File: config.mk
export PLATFORM = sky130hd
export DESIGN_NAME = ccd_head_sequencer_interface
export DESIGN_NICKNAME = d
export VERILOG_FILES = /design/src/logic/ccd_head_pkg.sv /design/src/logic/pixel_if.sv /design/src/logic/ccd_head_sequencer_interface.sv /design/src/logic/pixel_capture.sv
export SDC_FILE = /design/constraint.sdc
export NUM_CORES = 1
export LEC_CHECK = 0
export ABC_AREA = 0
export ABC_CLOCK_PERIOD_IN_PS = 2200
export BUFFER_PORTS_ARGS = -buffer_cell sky130_fd_sc_hd__buf_2
export CAP_MARGIN = 10
export CORE_MARGIN = 2
export CORE_UTILIZATION = 55
export CTS_CLUSTER_DIAMETER = 200
export CTS_CLUSTER_SIZE = 16
export DETAILED_ROUTE_END_ITERATION = 10
export PLACE_DENSITY = 0.82
export SLEW_MARGIN = 20
export SYNTH_ARGS = -nofsm -noshare
export SYNTH_HDL_FRONTEND = slang
export SYNTH_SLANG_ARGS = --single-unit
File: constraint.sdc
create_clock -name CLK -period 2.2 [get_ports CLK]
set_input_delay 0.22 -clock CLK [delete_from_list [all_inputs] [get_ports CLK]]
set_output_delay 0.22 -clock CLK [all_outputs]
set_load 0.005 [all_outputs]
File: src/logic/ccd_head_pkg.sv
package ccd_head_pkg;

    // Clock rates and derived divider
    localparam int unsigned CLK_PERIOD_NS    = 25;
    localparam int unsigned MASTER_PERIOD_NS = 100;
    localparam int unsigned TICK_DIV         = (MASTER_PERIOD_NS + CLK_PERIOD_NS - 1) / CLK_PERIOD_NS;
    localparam int unsigned DIV_W            = 2;
    localparam logic [DIV_W-1:0] DIV_LAST    = DIV_W'(TICK_DIV - 1);
    localparam logic [DIV_W-1:0] DIV_RESET   = 2'h0;

    // Row transfer timing in master clock periods
    localparam int unsigned ROW_PERIODS      = 6;
    localparam int unsigned PHASE_W          = 3;
    localparam logic [PHASE_W-1:0] PHASE_LAST  = PHASE_W'(ROW_PERIODS - 1);
    localparam logic [PHASE_W-1:0] PHASE_RESET = 3'h0;

    // Widths
    localparam int unsigned PIXEL_W          = 9;
    localparam int unsigned ROW_CNT_W        = 9;
    localparam logic [ROW_CNT_W-1:0] ROWS_RESET = 9'h000;
    localparam logic [ROW_CNT_W-1:0] ROW_ONE    = 9'h001;
    localparam logic [PIXEL_W-1:0]   PIXEL_RESET = 9'h000;

    // Inactive level of the active-low head controls
    localparam logic RUN_IDLE = 1'b1;

    typedef enum logic [1:0] {
        V_IDLE = 2'b01,
        V_RUN  = 2'b10
    } vstate_t;

endpackage : ccd_head_pkg

File: src/logic/pixel_if.sv
`timescale 1ns/10ps
interface pixel_if;
    import ccd_head_pkg::*;
    logic               tick;
    logic [PIXEL_W-1:0] data;
    logic               valid;
    modport capture (input tick, output data, output valid);
    modport consume (output tick, input data, input valid);
endinterface : pixel_if

File: src/logic/ccd_head_sequencer_interface.sv
`timescale 1ns/10ps
// Summary of operation
// - All logic on one clock, rising edge; the tick divider and pixel synchronisers update every 25ns clock.
// - Head controls are active low and change only on master clock edges.
// - storage_run_n low pulses last a whole multiple of 6 periods.
// - image_run_n is never low unless storage_run_n is low too.
// - camera_reset_n is low while the camera is held in reset.
// - Pixel word is captured in a register on the master clock.
module ccd_head_sequencer_interface
    import ccd_head_pkg::*;
(
    input  wire logic                 CLK,
    input  wire logic                 RESET_N,
    input  wire logic                 HORIZONTAL_ENABLE,
    input  wire logic                 ROW_START,
    input  wire logic [ROW_CNT_W-1:0] ROW_TOTAL,
    input  wire logic                 IMAGE_SELECT,
    input  wire logic                 CAMERA_HOLD,
    input  wire logic [PIXEL_W-1:0]   VIDEO_SAMPLE,
    output logic                      HORIZONTAL_RUN_N,
    output logic                      STORAGE_RUN_N,
    output logic                      IMAGE_RUN_N,
    output logic                      CAMERA_RESET_N,
    output logic                      VERTICAL_BUSY,
    output logic                      MASTER_TICK,
    output logic [PIXEL_W-1:0]        PIXEL_DATA,
    output logic                      PIXEL_VALID
);
    logic [DIV_W-1:0]     div;
    logic                 tick;
    logic [DIV_W-1:0]     next_div;
    logic                 next_tick;

    vstate_t              vstate;
    vstate_t              next_vstate;
    logic [PHASE_W-1:0]   phase;
    logic [PHASE_W-1:0]   next_phase;
    logic [ROW_CNT_W-1:0] rows_left;
    logic [ROW_CNT_W-1:0] next_rows_left;
    logic                 pending;
    logic                 next_pending;
    logic [ROW_CNT_W-1:0] req_rows;
    logic [ROW_CNT_W-1:0] next_req_rows;
    logic                 req_image;
    logic                 next_req_image;
    logic                 image_on;
    logic                 next_image_on;

    logic                 horizontal_run_n;
    logic                 storage_run_n;
    logic                 image_run_n;
    logic                 camera_reset_n;
    logic                 busy;
    logic                 next_horizontal_run_n;
    logic                 next_storage_run_n;
    logic                 next_image_run_n;
    logic                 next_camera_reset_n;
    logic                 next_busy;

    pixel_if px ();

    // Idle decode shared by request capture and acceptance
    function automatic logic is_idle(input vstate_t state);
        logic idle;
        idle = (state == V_IDLE);
        return idle;
    endfunction : is_idle

    // Running decode shared by the run controls and the busy flag
    function automatic logic is_running(input vstate_t state);
        logic running;
        running = (state == V_RUN);
        return running;
    endfunction : is_running

    always_comb begin
        next_div  = (div == DIV_LAST) ? DIV_RESET : DIV_W'(div + 1'b1);
        next_tick = (div == DIV_LAST);
    end

    always_ff @(posedge CLK or negedge RESET_N) begin
        if (!RESET_N) begin
            div  <= DIV_RESET;
            tick <= 1'b0;
        end else begin
            div  <= next_div;
            tick <= next_tick;
        end
    end

    // Row request capture and vertical sequencing
    always_comb begin
        next_vstate    = vstate;
        next_phase     = phase;
        next_rows_left = rows_left;
        next_req_rows  = req_rows;
        next_req_image = req_image;
        next_image_on  = image_on;
        next_pending   = pending;
        if (tick && is_idle(vstate) && pending) begin
            next_pending = 1'b0;
        end
        if (ROW_START && is_idle(vstate) && !pending && ROW_TOTAL != ROWS_RESET) begin
            next_pending   = 1'b1;
            next_req_rows  = ROW_TOTAL;
            next_req_image = IMAGE_SELECT;
        end
        if (tick) begin
            case (vstate)
                V_IDLE: begin
                    if (pending) begin
                        next_vstate    = V_RUN;
                        next_phase     = PHASE_RESET;
                        next_rows_left = req_rows;
                        next_image_on  = req_image;
                    end
                end
                V_RUN: begin
                    if (phase == PHASE_LAST) begin
                        next_phase = PHASE_RESET;
                        if (rows_left == ROW_ONE) begin
                            next_vstate    = V_IDLE;
                            next_rows_left = ROWS_RESET;
                            next_image_on  = 1'b0;
                        end else begin
                            next_rows_left = ROW_CNT_W'(rows_left - ROW_ONE);
                        end
                    end else begin
                        next_phase = PHASE_W'(phase + 1'b1);
                    end
                end
                default: begin
                    next_vstate = V_IDLE;
                end
            endcase
        end
    end

    always_ff @(posedge CLK or negedge RESET_N) begin
        if (!RESET_N) begin
            vstate    <= V_IDLE;
            phase     <= PHASE_RESET;
            rows_left <= ROWS_RESET;
            pending   <= 1'b0;
            req_rows  <= ROWS_RESET;
            req_image <= 1'b0;
            image_on  <= 1'b0;
        end else begin
            vstate    <= next_vstate;
            phase     <= next_phase;
            rows_left <= next_rows_left;
            pending   <= next_pending;
            req_rows  <= next_req_rows;
            req_image <= next_req_image;
            image_on  <= next_image_on;
        end
    end

    always_comb begin
        next_horizontal_run_n = horizontal_run_n;
        next_storage_run_n    = storage_run_n;
        next_image_run_n      = image_run_n;
        next_camera_reset_n   = camera_reset_n;
        // Busy follows the vertical state
        next_busy             = is_running(next_vstate);
        if (tick) begin
            next_horizontal_run_n = !HORIZONTAL_ENABLE;
            next_storage_run_n    = !is_running(next_vstate);
            next_image_run_n      = !(is_running(next_vstate) && next_image_on);
            next_camera_reset_n   = !CAMERA_HOLD;
        end
    end

    always_ff @(posedge CLK or negedge RESET_N) begin
        if (!RESET_N) begin
            horizontal_run_n <= RUN_IDLE;
            storage_run_n    <= RUN_IDLE;
            image_run_n      <= RUN_IDLE;
            camera_reset_n   <= 1'b0;
            busy             <= 1'b0;
        end else begin
            horizontal_run_n <= next_horizontal_run_n;
            storage_run_n    <= next_storage_run_n;
            image_run_n      <= next_image_run_n;
            camera_reset_n   <= next_camera_reset_n;
            busy             <= next_busy;
        end
    end

    assign px.tick = tick;

    pixel_capture u_capture (
        .clk       (CLK),
        .reset_n   (RESET_N),
        .video_pin (VIDEO_SAMPLE),
        .px        (px.capture)
    );

    assign HORIZONTAL_RUN_N = horizontal_run_n;
    assign STORAGE_RUN_N    = storage_run_n;
    assign IMAGE_RUN_N      = image_run_n;
    assign CAMERA_RESET_N   = camera_reset_n;
    assign VERTICAL_BUSY    = busy;
    assign MASTER_TICK      = tick;
    assign PIXEL_DATA       = px.data;
    assign PIXEL_VALID      = px.valid;

endmodule : ccd_head_sequencer_interface

File: src/logic/pixel_capture.sv
`timescale 1ns/10ps
module pixel_capture
    import ccd_head_pkg::*;
(
    input  wire logic               clk,
    input  wire logic               reset_n,
    input  wire logic [PIXEL_W-1:0] video_pin,
    pixel_if.capture                px
);
    logic [PIXEL_W-1:0] sync_a;
    logic [PIXEL_W-1:0] sync_b;
    logic [PIXEL_W-1:0] sample;
    logic               valid;
    logic [PIXEL_W-1:0] next_sample;
    logic               next_valid;

    always_comb begin
        next_sample = sample;
        next_valid  = px.tick;
        if (px.tick) begin
            next_sample = sync_b;
        end
    end

    always_ff @(posedge clk or negedge reset_n) begin
        if (!reset_n) begin
            sync_a <= PIXEL_RESET;
            sync_b <= PIXEL_RESET;
            sample <= PIXEL_RESET;
            valid  <= 1'b0;
        end else begin
            sync_a <= video_pin;
            sync_b <= sync_a;
            sample <= next_sample;
            valid  <= next_valid;
        end
    end

    assign px.data  = sample;
    assign px.valid = valid;

endmodule : pixel_capture

# Word-level counts from Yosys, hierarchy flattened
# Index checks and enable logic that the tools add are counted.
op_classes:
  mux: 20
  n_eq_ne: 8
  reduce_logical: 16
  addsub: 3
op_table:
  columns: ["operator", "n"]
  rows:
  - ["two-way mux 9 bit", 3]
  - ["one-hot mux 9 bit (2 select lines)", 1]
  - ["two-way mux 2 bit", 5]
  - ["equality test 9 x 1 -> 1 bit, second input constant", 1]
  - ["nonzero test 9 bit", 1]
  - ["subtractor 9 x 1 -> 9 bit, second input constant", 1]
  - ["equality test 2 bit, second input constant", 3]
  - ["logical AND 1 bit", 6]
  - ["two-way mux 1 bit", 6]
  - ["two-way mux 3 bit", 2]
  - ["one-hot mux 3 bit (2 select lines)", 1]
  - ["zero test 1 bit", 5]
  - ["inequality test 2 bit, second input constant", 2]
  - ["one-hot mux 2 bit (2 select lines)", 1]
  - ["AND reduction 4 bit", 1]
  - ["nonzero test 2 bit", 2]
  - ["adder 3 x 1 -> 3 bit, second input constant", 1]
  - ["equality test 3 bit, second input constant", 1]
  - ["AND reduction 3 bit", 1]
  - ["adder 2 x 1 -> 2 bit, second input constant", 1]
  - ["equality test 2 x 1 -> 1 bit, second input constant", 1]
  - ["one-hot mux 1 bit (2 select lines)", 1]
totals:
  register_bits: 62
  word_cells: 65
  input_bits: 24
  out_inout_bits: 16

# Longest topological paths before layout
# Gate-level depths: netlist of run 1.
depth:
  ltp_word: 8
  mapped_depth: 7
  depth_no_buf: 6

# By module
# Synthesis of run 1 repeated with hierarchy kept, for this count alone.
hier_totals:
  cells_unflattened: 212
  hier_area_um2: 2583.7
modules_own_cells:
  columns: ["module", "n_inst", "cells_per_inst", "seq_area_each_um2", "area_per_inst_um2"]
  rows:
  - ["ccd_head_sequencer_interface", 1, 174, 855.8, 1736.7]
  - ["pixel_capture", 1, 38, 700.7, 847.1]

# Worst setup path before layout of run 1
# Ideal clock, no wire load.
synth_timing:
  path_type: "flip-flop to flip-flop"
  from: "register vstate[0]"
  to: "register rows_left[0]"
  t_required_ps: 2078
  path_buffers: 1
  t_arrival_ps: 1874
  setup_time_ps: 122
  setup_slack_ps: 204
  path_stages_with_launch: 8
  synth_period_minus_slack_ps: 1996
  cell_sequence: "dfstp_2 > inv_1 > ha_1 > nand2b_1 > a211oi_2 > clkbuf_1 > o221a_2 > a21oi_1"
synth_between:
  elab_chain_cells: 3
  word_cells_on_any_way: 7
  classes_between: "eq/ne: 4; mux: 1; reduce/logical: 2"
synth_rtl:
  columns: ["item", "line_no", "rtl"]
  rows:
  - ["from (decl)", "ccd_head_sequencer_interface.sv:34", "vstate_t vstate;"]
  - ["from (signal assigned)", "ccd_head_sequencer_interface.sv:149", "vstate <= next_vstate;"]
  - ["equality test 2 bit / equality test 2 x 1 -> 1 bit (equally long branches)", "ccd_head_sequencer_interface.sv:109", "case (vstate)"]
  - ["inequality test 2 bit (no source line) / nonzero test 2 bit (equally long branches)", null, null]
  - ["AND reduction 4 bit (no source line)", null, null]
  - ["to (signal assigned)", "ccd_head_sequencer_interface.sv:151", "rows_left <= next_rows_left;"]
  - ["to (decl)", "ccd_head_sequencer_interface.sv:38", "logic [ROW_CNT_W-1:0] rows_left;"]
# Several ways; a longest one is shown, not always the timed one.
# A chain may end at the register's enable or synchronous reset.

# Final worst setup path of run 1
layout_timing:
  from: "register vstate[0]"
  to: "register rows_left[6]"
# The elaborated chain is that of the path after synthesis.

==> results of run 1 <==
==> cell usage after synthesis (2+ instances only) <==
cell type  number
a21oi_1         3
a22o_1          6
a31oi_1         3
and2_1          2
buf_2           2
buf_6           2
clkbuf_1        2
dfrtp_1        58
dfstp_2         4
ha_1            5
inv_1          15
mux2_2         19
mux2i_1         3
nand2_1         9
nand3_1         3
nor2_1          8
nor2b_1         2
nor3_1          5
nor4_1          4
o21ai_0        13
o21ai_1         2
o22ai_1         2
o2bb2ai_1       4
o32ai_1         3
==> stage by stage <==
| step | hold slack (ns) | instances | instance area, µm² |
|---|---|---|---|
| 2_1_floorplan | -0.0756 | 203 | 2570 |
| 3_3_place_gp | 0.249 | 294 | 2850 |
| 3_5_place_dp | 0.252 | 294 | 2850 |
| 4_1_cts | 0.0304 | 320 | 3120 |
| 5_1_grt | 0.0237 | 320 | 3120 |
| 6_report | 0.0308 | 320 | 3120 |
==> cell families after synthesis <==
group / count (synthesis)
flip-flops: 62
AO/OA/AOI/OAI: 47
AND/OR/NAND/NOR: 44
adder cells (fa/ha/maj): 5
multiplexers: 22
buffers and inverters: 23
==> final timing paths <==
kind,start,end,slack [ns],cells past startpoint
max,vstate[0]$_DFF_PN1_,rows_left[6]$_DFFE_PN0P_,0.17,7
min in group asynchronous,RESET_N,u_capture.sync_a[6]$_DFF_PN0_,0.42,2
max reg2reg,vstate[0]$_DFF_PN1_,rows_left[6]$_DFFE_PN0P_,0.17,7
min,HORIZONTAL_ENABLE,HORIZONTAL_RUN_N$_DFFE_PN1P_,0.03,2
min reg2reg,u_capture.sync_a[7]$_DFF_PN0_,u_capture.sync_b[7]$_DFF_PN0_,0.35,0
max in group asynchronous,RESET_N,HORIZONTAL_RUN_N$_DFFE_PN1P_,1.13,3
==> layer usage <==
metal  wire [µm]  part of all wire, %  up-vias  global-route usage, %
met5           0                    0        -                      0
met4          29                 0.59        0                   9.01
met3         262                  5.3        4                   5.00
met2        2490                   50       60                   32.1
met1        2170                   44      893                   28.7
li1            -                    -      854                      -
==> state kept, by name, indices dropped and copies added, names as in the netlist, 2 cells and up <==
register	flops
req_rows	9
rows_left	9
u_capture.px.data	9
u_capture.sync_a	9
u_capture.sync_b	9
phase	3
div	2
vstate	2
==> timing repair <==
| item | 4_1_cts | 5_1_grt |
|---|---|---|
| hold endpoints to repair | 34 | 0 |
| endpoints found under the setup margin | 0 | 3 |
| hold buffers | 10 | 0 |
| buffers inserted | 0 | 0 |
| resized for setup | 0 | 1 |
==> worst register-to-register path, cell delays in order, from the launching register on <==
cell and delay, ns:
dfstp_2 0.54, inv_1 0.05, ha_1 0.32, nand2b_1 0.24, a211oi_2 0.22, buf_4 0.21, o21ai_1 0.09, a22o_1 0.24
==> placed cells by master (no fill, tap or decap), types with 6 or more instances in the layout <==
cell            n
nor2_1          8
clkbuf_8        9
mux2_2         19
o21ai_0        13
a22o_1          6
inv_1          15
dlygate4sd3_1  10
nand2_1         9
buf_2          39
dfrtp_1        58
buf_4           7
==> layout make-up <==
class,count,area [µm²],area share [%]
Clock buffer,10,128,4.09
Clock inverter,6,37.5,1.20
Inverter,15,56.3,1.80
Multi-Input combinational cell,118,912,29.2
Sequential cell,62,1560,49.8
Tap cell,52,65.1,2.08
Timing Repair Buffer,57,368,11.8
==> power groups by stage <==
stage          Combinational [mW]  Clock [mW]  Sequential [mW]
3_3_place_gp                0.886           0             1.65
4_1_cts                     0.946       0.860             1.65
6_report                    0.953       0.834             1.66
2_1_floorplan               0.714           0             1.60
5_1_grt                      1.05       0.916             1.70
3_5_place_dp                0.928           0             1.67
==> results.ini, run 1 <==
[run_status]
outcome = complete, no violations

[floorplan]
ios = 40
initial_core_util_pct = 58.2
coreArea_mm2 = 0.00441
die_area_mm2 = 0.00523
fp.dieH_um = 72.3
rows = 24
dieWidth_um = 72.3

[synth]
synth_xor_area_share_pct = 0
async_reset_ff_share_pct = 100
ys_types = 48
ys_top_cells_by_area = dfrtp_1 57%, mux2_2 8.3%, dfstp_2 4.1%
syn_area_mm2 = 0.00257
yosys.area.top_type_share_pct = 56.5
yosys.area.top_type = dfrtp_1
synthMuxAreaShare_pct = 9.50
ys_seq_area_share_pct = 60.6
netlist_instances = 203
synth_top_family_by_area = compound AO/OA/AOI/OAI gates
yosys.area_share.simple_pct = 9.69
synth-edff-count = 0
synthFlopType = dfrtp_1
synth_nets = 232
synthAdderAreaFrac_pct = 2.44
ys_ff_latch = 62
syn_area_per_cell_um2 = 12.7
yosys_warnings = 0
synth-compound-area-share_pct = 13.6

[detailed_routing]
routedWlPerCell_um = 15.5
wirelength_um = 4960
drt_iter0_drc = 207
drt.antenna.violating_nets = 0
drc = 0
vias_per_cell = 5.66
dr_total_vias = 1811
dr.pass1.iters = 5

[sta]
worst_slew_pin_slew_ns = 0.582
hold_viol = 0
final.setup.tns_ns = 0
skew_ns = 0.00927
slew_viol_final = 0
fin_crit_ns = 2.03
setup_viol = 0
period_share_pct = 92.4
fmax_mhz = 492
slew_headroom_pct = 61.2
rsz0062_at_grt = no
setup_slack_ns = 0.167

[place]
gp_congestion = 0.872
dp_slack_ns = 0.153
hpwlAfterDp_um = 3350
io_buffers = 39

[critical_path]
cpPeakStageDelay_ns = 0.54
cp_data_arrival_time_ns = 2.24
worst-path-buf-inv = 2
crit_required_ns = 2.41
slowest_stage = dfstp_2
worstPathCellList = inv_1 > ha_1 > nand2b_1 > a211oi_2 > buf_4 > o21ai_1 > a22o_1
cp_max_fo = 14
start_kind = flip-flop
crit_family = flip-flops
end_kind = flip-flop
critPathKind = reg2reg

[pwr]
p_switching_mw = 1.15
vdd_drop_max_mv = 0.724
sequentialPowerShare_pct = 48.2
pwr-share-comb_pct = 27.6
leakagePower_nw = 1.41
p_per_area_mw_per_mm2 = 1100
p_sw_share_pct = 33.3
cell_internal_pwr_mw = 2.30
p_clk_share_pct = 24.2
finalPower_mw = 3.45

[final_layout]
nFillCells = 311
area_growth_pct = 21.6
diodes = 0
post-route-util_pct = 70.7
drive_above_1_share_pct = 35.1
fin_nets = 292

[clock_tree]
cts_buffers = 9
tritoncts = yes
cts.sinks = 62
insertion_delay_ns = 0.33
h-tree-depth = 3
clock_path_buffers = 2
clk_pin_slew_worst_paths_ns = 0.07
cts_root_buf = clkbuf_8

[job]
max_cap_viol_count = 0

[grt]
track_usage_pct = 20.9
overflow = 0
grt_pass1_wl_um = 8300
antenna_found_initial = 0
grt_max_degree = 38
first_global_vias = 1779

[min_path]
hold_class = in2reg

Power figures use the tool's default switching activity.
==> run 2: changes to the inputs <==
--- a/config.mk
+++ b/config.mk
@@ -6,15 +6,15 @@
 export NUM_CORES = 1
 export LEC_CHECK = 0
 export ABC_AREA = 0
-export ABC_CLOCK_PERIOD_IN_PS = 2200
+export ABC_CLOCK_PERIOD_IN_PS = 1700
 export BUFFER_PORTS_ARGS = -buffer_cell sky130_fd_sc_hd__buf_2
 export CAP_MARGIN = 10
 export CORE_MARGIN = 2
-export CORE_UTILIZATION = 55
+export CORE_UTILIZATION = 50
 export CTS_CLUSTER_DIAMETER = 200
 export CTS_CLUSTER_SIZE = 16
 export DETAILED_ROUTE_END_ITERATION = 10
-export PLACE_DENSITY = 0.82
+export PLACE_DENSITY = 0.78
 export SLEW_MARGIN = 20
 export SYNTH_ARGS = -nofsm -noshare
 export SYNTH_HDL_FRONTEND = slang
==> constraint.sdc (replaced) <==
create_clock -name CLK -period 1.7 [get_ports CLK]
set_input_delay 0.17 -clock CLK [delete_from_list [all_inputs] [get_ports CLK]]
set_output_delay 0.17 -clock CLK [all_outputs]
set_load 0.005 [all_outputs]
==> run 2 against run 1 <==
  * The run now ends with setup timing left
  * Combinational power increased by 150%
  * Cell area is 18% higher
  * Highest routed layer unchanged
  * Wire length is 37% higher
  * Critical endpoint is now IMAGE_RUN_N$_DFFE_PN1P_
  * Clock power is 58% higher
  * Register-to-register slack lost 0.38 ns
  * Flip-flop and latch count unchanged
  * Global-route usage up 2.2 points
  * Sequential share of layout area shrank 7.7 points
  * Via count increased by 16%
  * Core utilization increased by 2.5 points
  * Critical path depth unchanged
  * Worst hold slack lost 0.020 ns
==> results.ini, run 2 (synthesis gave the netlist of run 1 again) <==
[grt]
grt_pass1_wl_um = 9460
grt_max_degree = 63
first_global_vias = 1954
track_usage_pct = 23.1
antenna_found_initial = 0
overflow = 0

[detailed_routing]
wirelength_um = 6820
vias_per_cell = 5.67
routedWlPerCell_um = 18.5
drc = 0
dr.pass1.iters = 4
drt_iter0_drc = 194
drt.antenna.violating_nets = 0
dr_total_vias = 2093

[sta]
final.setup.tns_ns = -2.70
skew_ns = 0.0115
period_share_pct = 113
fmax_mhz = 522
setup_slack_ns = -0.214
worst_slew_pin_slew_ns = 0.634
hold_viol = 0
slew_viol_final = 0
slew_headroom_pct = 57.2
fin_crit_ns = 1.91
setup_viol = 25
rsz0062_at_grt = yes

[critical_path]
end_kind = flip-flop
start_kind = flip-flop
cp_data_arrival_time_ns = 2.18
crit_required_ns = 1.97
critPathKind = reg2reg
cp_max_fo = 4

[final_layout]
nFillCells = 312
multi_input_area_mm2 = 0.00114
final_cell_mix = 58 x dfrtp_1, 39 x buf_2, 27 x buf_4, 12 x inv_1, 11 x dlygate4sd3_1
regArea_mm2 = 0.00156
fin_nets = 323
area_growth_pct = 43.8
drive_above_1_share_pct = 49.2
fin_area_mm2 = 0.00369
diodes = 0
final_common_cell = dfrtp_1

[floorplan]
initial_core_util_pct = 50.9
rows = 26
fp.dieH_um = 75.7
ios = 40
coreArea_mm2 = 0.00504
die_area_mm2 = 0.00573
dieWidth_um = 75.7

[clock_tree]
h-tree-depth = 3
cts_buffers = 9
clk_pin_slew_worst_paths_ns = 0.08
cts_root_buf = clkbuf_8
clock_path_buffers = 2
tritoncts = yes
cts.sinks = 62
insertion_delay_ns = 0.35

[pwr]
p_per_area_mw_per_mm2 = 1560
vdd_drop_max_mv = 1.00
leakagePower_nw = 1.67

[min_path]
hold_class = in2reg

[job]
max_cap_viol_count = 0

[place]
hpwlAfterDp_um = 3400
gp_congestion = 0.841
place_area_mm2 = 0.00309
io_buffers = 39

[run_status]
outcome = finished, violations left
violations = setup timing

-- run 2: cell types whose count changed in the layout (fill, tap and decap cells not counted), moves of 8 or more --
cell	change
buf_4	+20
mux2_2	-10
mux2_4	+10
buf_6	+8
-- run 2: where the power goes --
part	switching, mW	internal, mW
clock network	0.599	0.720
logic	1.11	1.25
registers	0.249	1.85
total	1.96	3.81
-- run 2: layer usage --
metal	track usage (%)	vias to the layer above	routed length [µm]
met1	29.1	1072	2780
met3	5.16	19	339
met5	0	-	0
met4	12.1	0	178
li1	-	920	-
met2	37.6	82	3510
-- run 2: metrics by stage --
stage	hold WS, ns	worst slack (ns)	util [%]	cells	total power, mW
finish	0.0111	-0.214	73.3	369	5.78
global route	0.0307	-0.259	73.3	369	6.00
CTS	0.0102	-0.102	70.3	363	5.38
detailed placement	0.205	-0.150	61.3	331	3.74
global placement	0.199	-0.0824	61.3	331	3.67
floorplan	-0.126	-0.0713	-	203	3.10
-- run 2: path summary, 6_finish.rpt --
check / from / end / slack (ns) / depth (start not counted)
max: rows_left[1]$_DFFE_PN0P_ / IMAGE_RUN_N$_DFFE_PN1P_ / -0.21 / 7
min: CAMERA_HOLD / CAMERA_RESET_N$_DFFE_PN0P_ / 0.01 / 2
max reg2reg: rows_left[1]$_DFFE_PN0P_ / IMAGE_RUN_N$_DFFE_PN1P_ / -0.21 / 7
min reg2reg: u_capture.sync_a[3]$_DFF_PN0_ / u_capture.sync_b[3]$_DFF_PN0_ / 0.35 / 0
max in group asynchronous: RESET_N / vstate[0]$_DFF_PN1_ / 1.03 / 3
min in group asynchronous: RESET_N / u_capture.sync_a[8]$_DFF_PN0_ / 0.37 / 3
-- run 2: layout make-up --
| type | instances | area share, % |
|---|---|---|
| clock buffers | 11 | 3.83 |
| clock inverters | 5 | 1.56 |
| inverters | 15 | 1.52 |
| multi-input cells | 118 | 30.8 |
| flip-flops and latches | 62 | 42.1 |
| well taps | 70 | 2.37 |
| repair buffers | 88 | 17.8 |
-- run 2: critical path, stage by stage, from the launching register on --
cell,delay (ns)
dfrtp_1,0.40
inv_2,0.09
ha_4,0.13
or4b_4,0.52
buf_4,0.17
nor4_4,0.18
o2bb2ai_2,0.13
a41oi_2,0.22
-- run 2: timing repair --
| item | CTS | global route |
|---|---|---|
| endpoints found under the hold margin | 68 | 0 |
| pin swaps | 6 | 9 |
| gates cloned | 0 | 1 |
| setup buffers | 5 | 5 |
| setup endpoints to repair | 24 | 26 |
| resized for setup | 19 | 27 |
| hold buffers | 11 | 0 |
==> run 3: changes to the inputs <==
--- a/config.mk
+++ b/config.mk
@@ -14,7 +14,7 @@
 export CTS_CLUSTER_DIAMETER = 200
 export CTS_CLUSTER_SIZE = 16
 export DETAILED_ROUTE_END_ITERATION = 10
-export PLACE_DENSITY = 0.78
+export PLACE_DENSITY = 0.76
 export SLEW_MARGIN = 20
 export SYNTH_ARGS = -nofsm -noshare
 export SYNTH_HDL_FRONTEND = slang
==> run 3 against run 2 <==
  * The run still ends with setup timing left
  * Register-to-register slack better by 0.07 ns
  * First-iteration DRC count down 52%
  * Core utilization is 1.5 points lower
  * Total power shrank 7.1%
  * Sequential power shrank 2%
  * Clock skew down 0.0037 ns
  * Worst setup slack improved by 0.073 ns
  * Count of clock-buffer cells in the layout rose by 1
  * Sequential share of layout area up 0.90 points
  * Cell area fell by 2.1%
  * Critical endpoint is now VERTICAL_BUSY$_DFF_PN0_
  * Largest cell class unchanged
==> results.ini, run 3 (synthesis gave the netlist of run 1 again) <==
[run_status]
outcome = finished, violations left
violations = setup timing

[critical_path]
start_kind = flip-flop
critPathKind = reg2reg
r2r-end = VERTICAL_BUSY$_DFF_PN0_
crit_required_ns = 1.92
r2r_slack_ns = -0.14
r2r.worst_path.cells = 6
cp_data_arrival_time_ns = 2.06
cp_max_fo = 4
cpPeakStageDelay_ns = 0.51
slowest_stage = or4b_4
regToRegStartpoint = rows_left[1]$_DFFE_PN0P_
worstPathCellList = inv_2 > ha_4 > or4b_4 > nor3_2 > a2bb2oi_1 > and2_1
end_kind = flip-flop

[min_path]
worstHoldPathCells = 2
whs_endpoint = CAMERA_RESET_N$_DFFE_PN0P_
hold_class = in2reg
hp-start = CAMERA_HOLD

[final_layout]
fin_nets = 325
final_cell_mix = 58 x dfrtp_1, 39 x buf_2, 29 x buf_4, 13 x inv_1
nFillCells = 313
area_growth_pct = 40.8
final_common_cell = dfrtp_1
drive_above_1_share_pct = 48.0
fin_area_mm2 = 0.00362
diodes = 0

[pwr]
pwr-share-comb_pct = 40.3
finalPower_mw = 5.36
p_per_area_mw_per_mm2 = 1480
leakagePower_nw = 1.63
sequentialPowerShare_pct = 38.3
vdd_drop_max_mv = 1.02
p_switching_mw = 1.75
p_clk_share_pct = 21.3
p_sw_share_pct = 32.6
cell_internal_pwr_mw = 3.61

[floorplan]
ios = 40
coreArea_mm2 = 0.00504
die_area_mm2 = 0.00573
initial_core_util_pct = 50.9
rows = 26
fp.dieH_um = 75.7
dieWidth_um = 75.7

[sta]
setup_viol = 23
fmax_mhz = 543
slew_headroom_pct = 61.7
fin_crit_ns = 1.84
rsz0062_at_grt = yes
slew_viol_final = 0
worst_slew_pin_slew_ns = 0.574
hold_viol = 0
skew_ns = 0.00784
period_share_pct = 108
setup_slack_ns = -0.142

[grt]
first_global_vias = 1961
track_usage_pct = 21.8
grt_max_degree = 32
overflow = 0
antenna_found_initial = 0
grt_pass1_wl_um = 9070

[detailed_routing]
drc = 0
routedWlPerCell_um = 15.2
wirelength_um = 5620
drt.antenna.violating_nets = 0
drt_iter0_drc = 93
vias_per_cell = 5.34
dr.pass1.iters = 4
dr_total_vias = 1974

[clock_tree]
clk_pin_slew_worst_paths_ns = 0.07
clock_path_buffers = 2
cts.sinks = 62
insertion_delay_ns = 0.33
cts_root_buf = clkbuf_8
h-tree-depth = 3
tritoncts = yes
cts_buffers = 9

[job]
max_cap_viol_count = 0

[place]
place_area_mm2 = 0.00310
hpwlAfterDp_um = 3550
io_buffers = 39
gp_congestion = 0.881

## run 3: cell types whose count changed in the layout (fill, tap and decap cells not counted), sizes merged
| cell | previous run | this run |
|---|---|---|
| inv | 16 | 15 |
| clkbuf | 11 | 12 |
| clkinv | 3 | 2 |
| clkinvlp | 0 | 1 |
| buf | 77 | 79 |
| bufinv | 1 | 0 |
## run 3: through the flow
step / cells / setup TNS [ns] / worst slack [ns] / hold slack, ns / util (%)
global placement: 333 / -1.43 / -0.0960 / 0.190 / 61.6
finish: 370 / -1.87 / -0.142 / 0.0217 / 71.7
detailed placement: 333 / -2.03 / -0.162 / 0.199 / 61.6
global route: 370 / -3.50 / -0.206 / 0.00907 / 71.7
floorplan: 203 / -0.735 / -0.0713 / -0.126 / -
CTS: 367 / -1.62 / -0.103 / 0.0103 / 70.0
## run 3: critical path: cells and delay by family, from the launching register on
| family | cells | cell delay (ns) |
|---|---|---|
| compound gates | 1 | 0.18 |
| fa+ha+maj | 1 | 0.12 |
| flops | 1 | 0.38 |
| simple gates | 3 | 0.96 |
| buf+inv | 1 | 0.08 |
## run 3: layer usage
metal | vias to the layer above | global-route usage [%] | share of wire [%]
met2 | 60 | 33.4 | 49
met3 | 16 | 5.56 | 4.5
met5 | - | 0 | 0
li1 | 920 | - | -
met4 | 0 | 11.5 | 2.7
met1 | 978 | 28.7 | 44
## run 3: layout make-up
class | instances | area [µm²] | share of cell area [%]
inverters | 15 | 56.3 | 1.56
multi-input cells | 118 | 1070 | 29.7
clock buffers | 12 | 155 | 4.29
repair buffers | 90 | 664 | 18.4
flip-flops and latches | 62 | 1560 | 43.0
clock inverters | 3 | 21.3 | 0.588
well taps | 70 | 87.6 | 2.42
## run 3: worst max-delay path by stage
stage	endpoint	slack, ns	cells past startpoint	from
final	VERTICAL_BUSY$_DFF_PN0_	-0.14	6	rows_left[1]$_DFFE_PN0P_
after global routing	rows_left[2]$_DFFE_PN0P_	-0.21	7	rows_left[1]$_DFFE_PN0P_
after CTS	VERTICAL_BUSY$_DFF_PN0_	-0.10	6	rows_left[1]$_DFFE_PN0P_
after detailed placement	rows_left[2]$_DFFE_PN0P_	-0.16	6	rows_left[0]$_DFFE_PN0P_
after global placement	rows_left[2]$_DFFE_PN0P_	-0.1	6	rows_left[0]$_DFFE_PN0P_
after floorplan	req_image$_DFFE_PN0P_	-0.07	6	vstate[0]$_DFF_PN1_
## run 3: power by group through the flow
stage               clock (mW)  combinational, mW  sequential (mW)
CTS                       1.17               1.96             2.05
global placement             0               1.64             2.05
global route              1.24               2.33             2.10
finish                    1.14               2.16             2.06
detailed placement           0               1.69             2.08
floorplan                    0               1.02             2.08
## run 3: timing repair
action | CTS | global route
endpoints found under the hold margin | 32 | 0
gates resized for setup | 24 | 15
hold buffers | 11 | 0
pin swaps | 6 | 5
endpoints found under the setup margin | 22 | 28
setup buffers | 7 | 3
gates cloned | 1 | 0
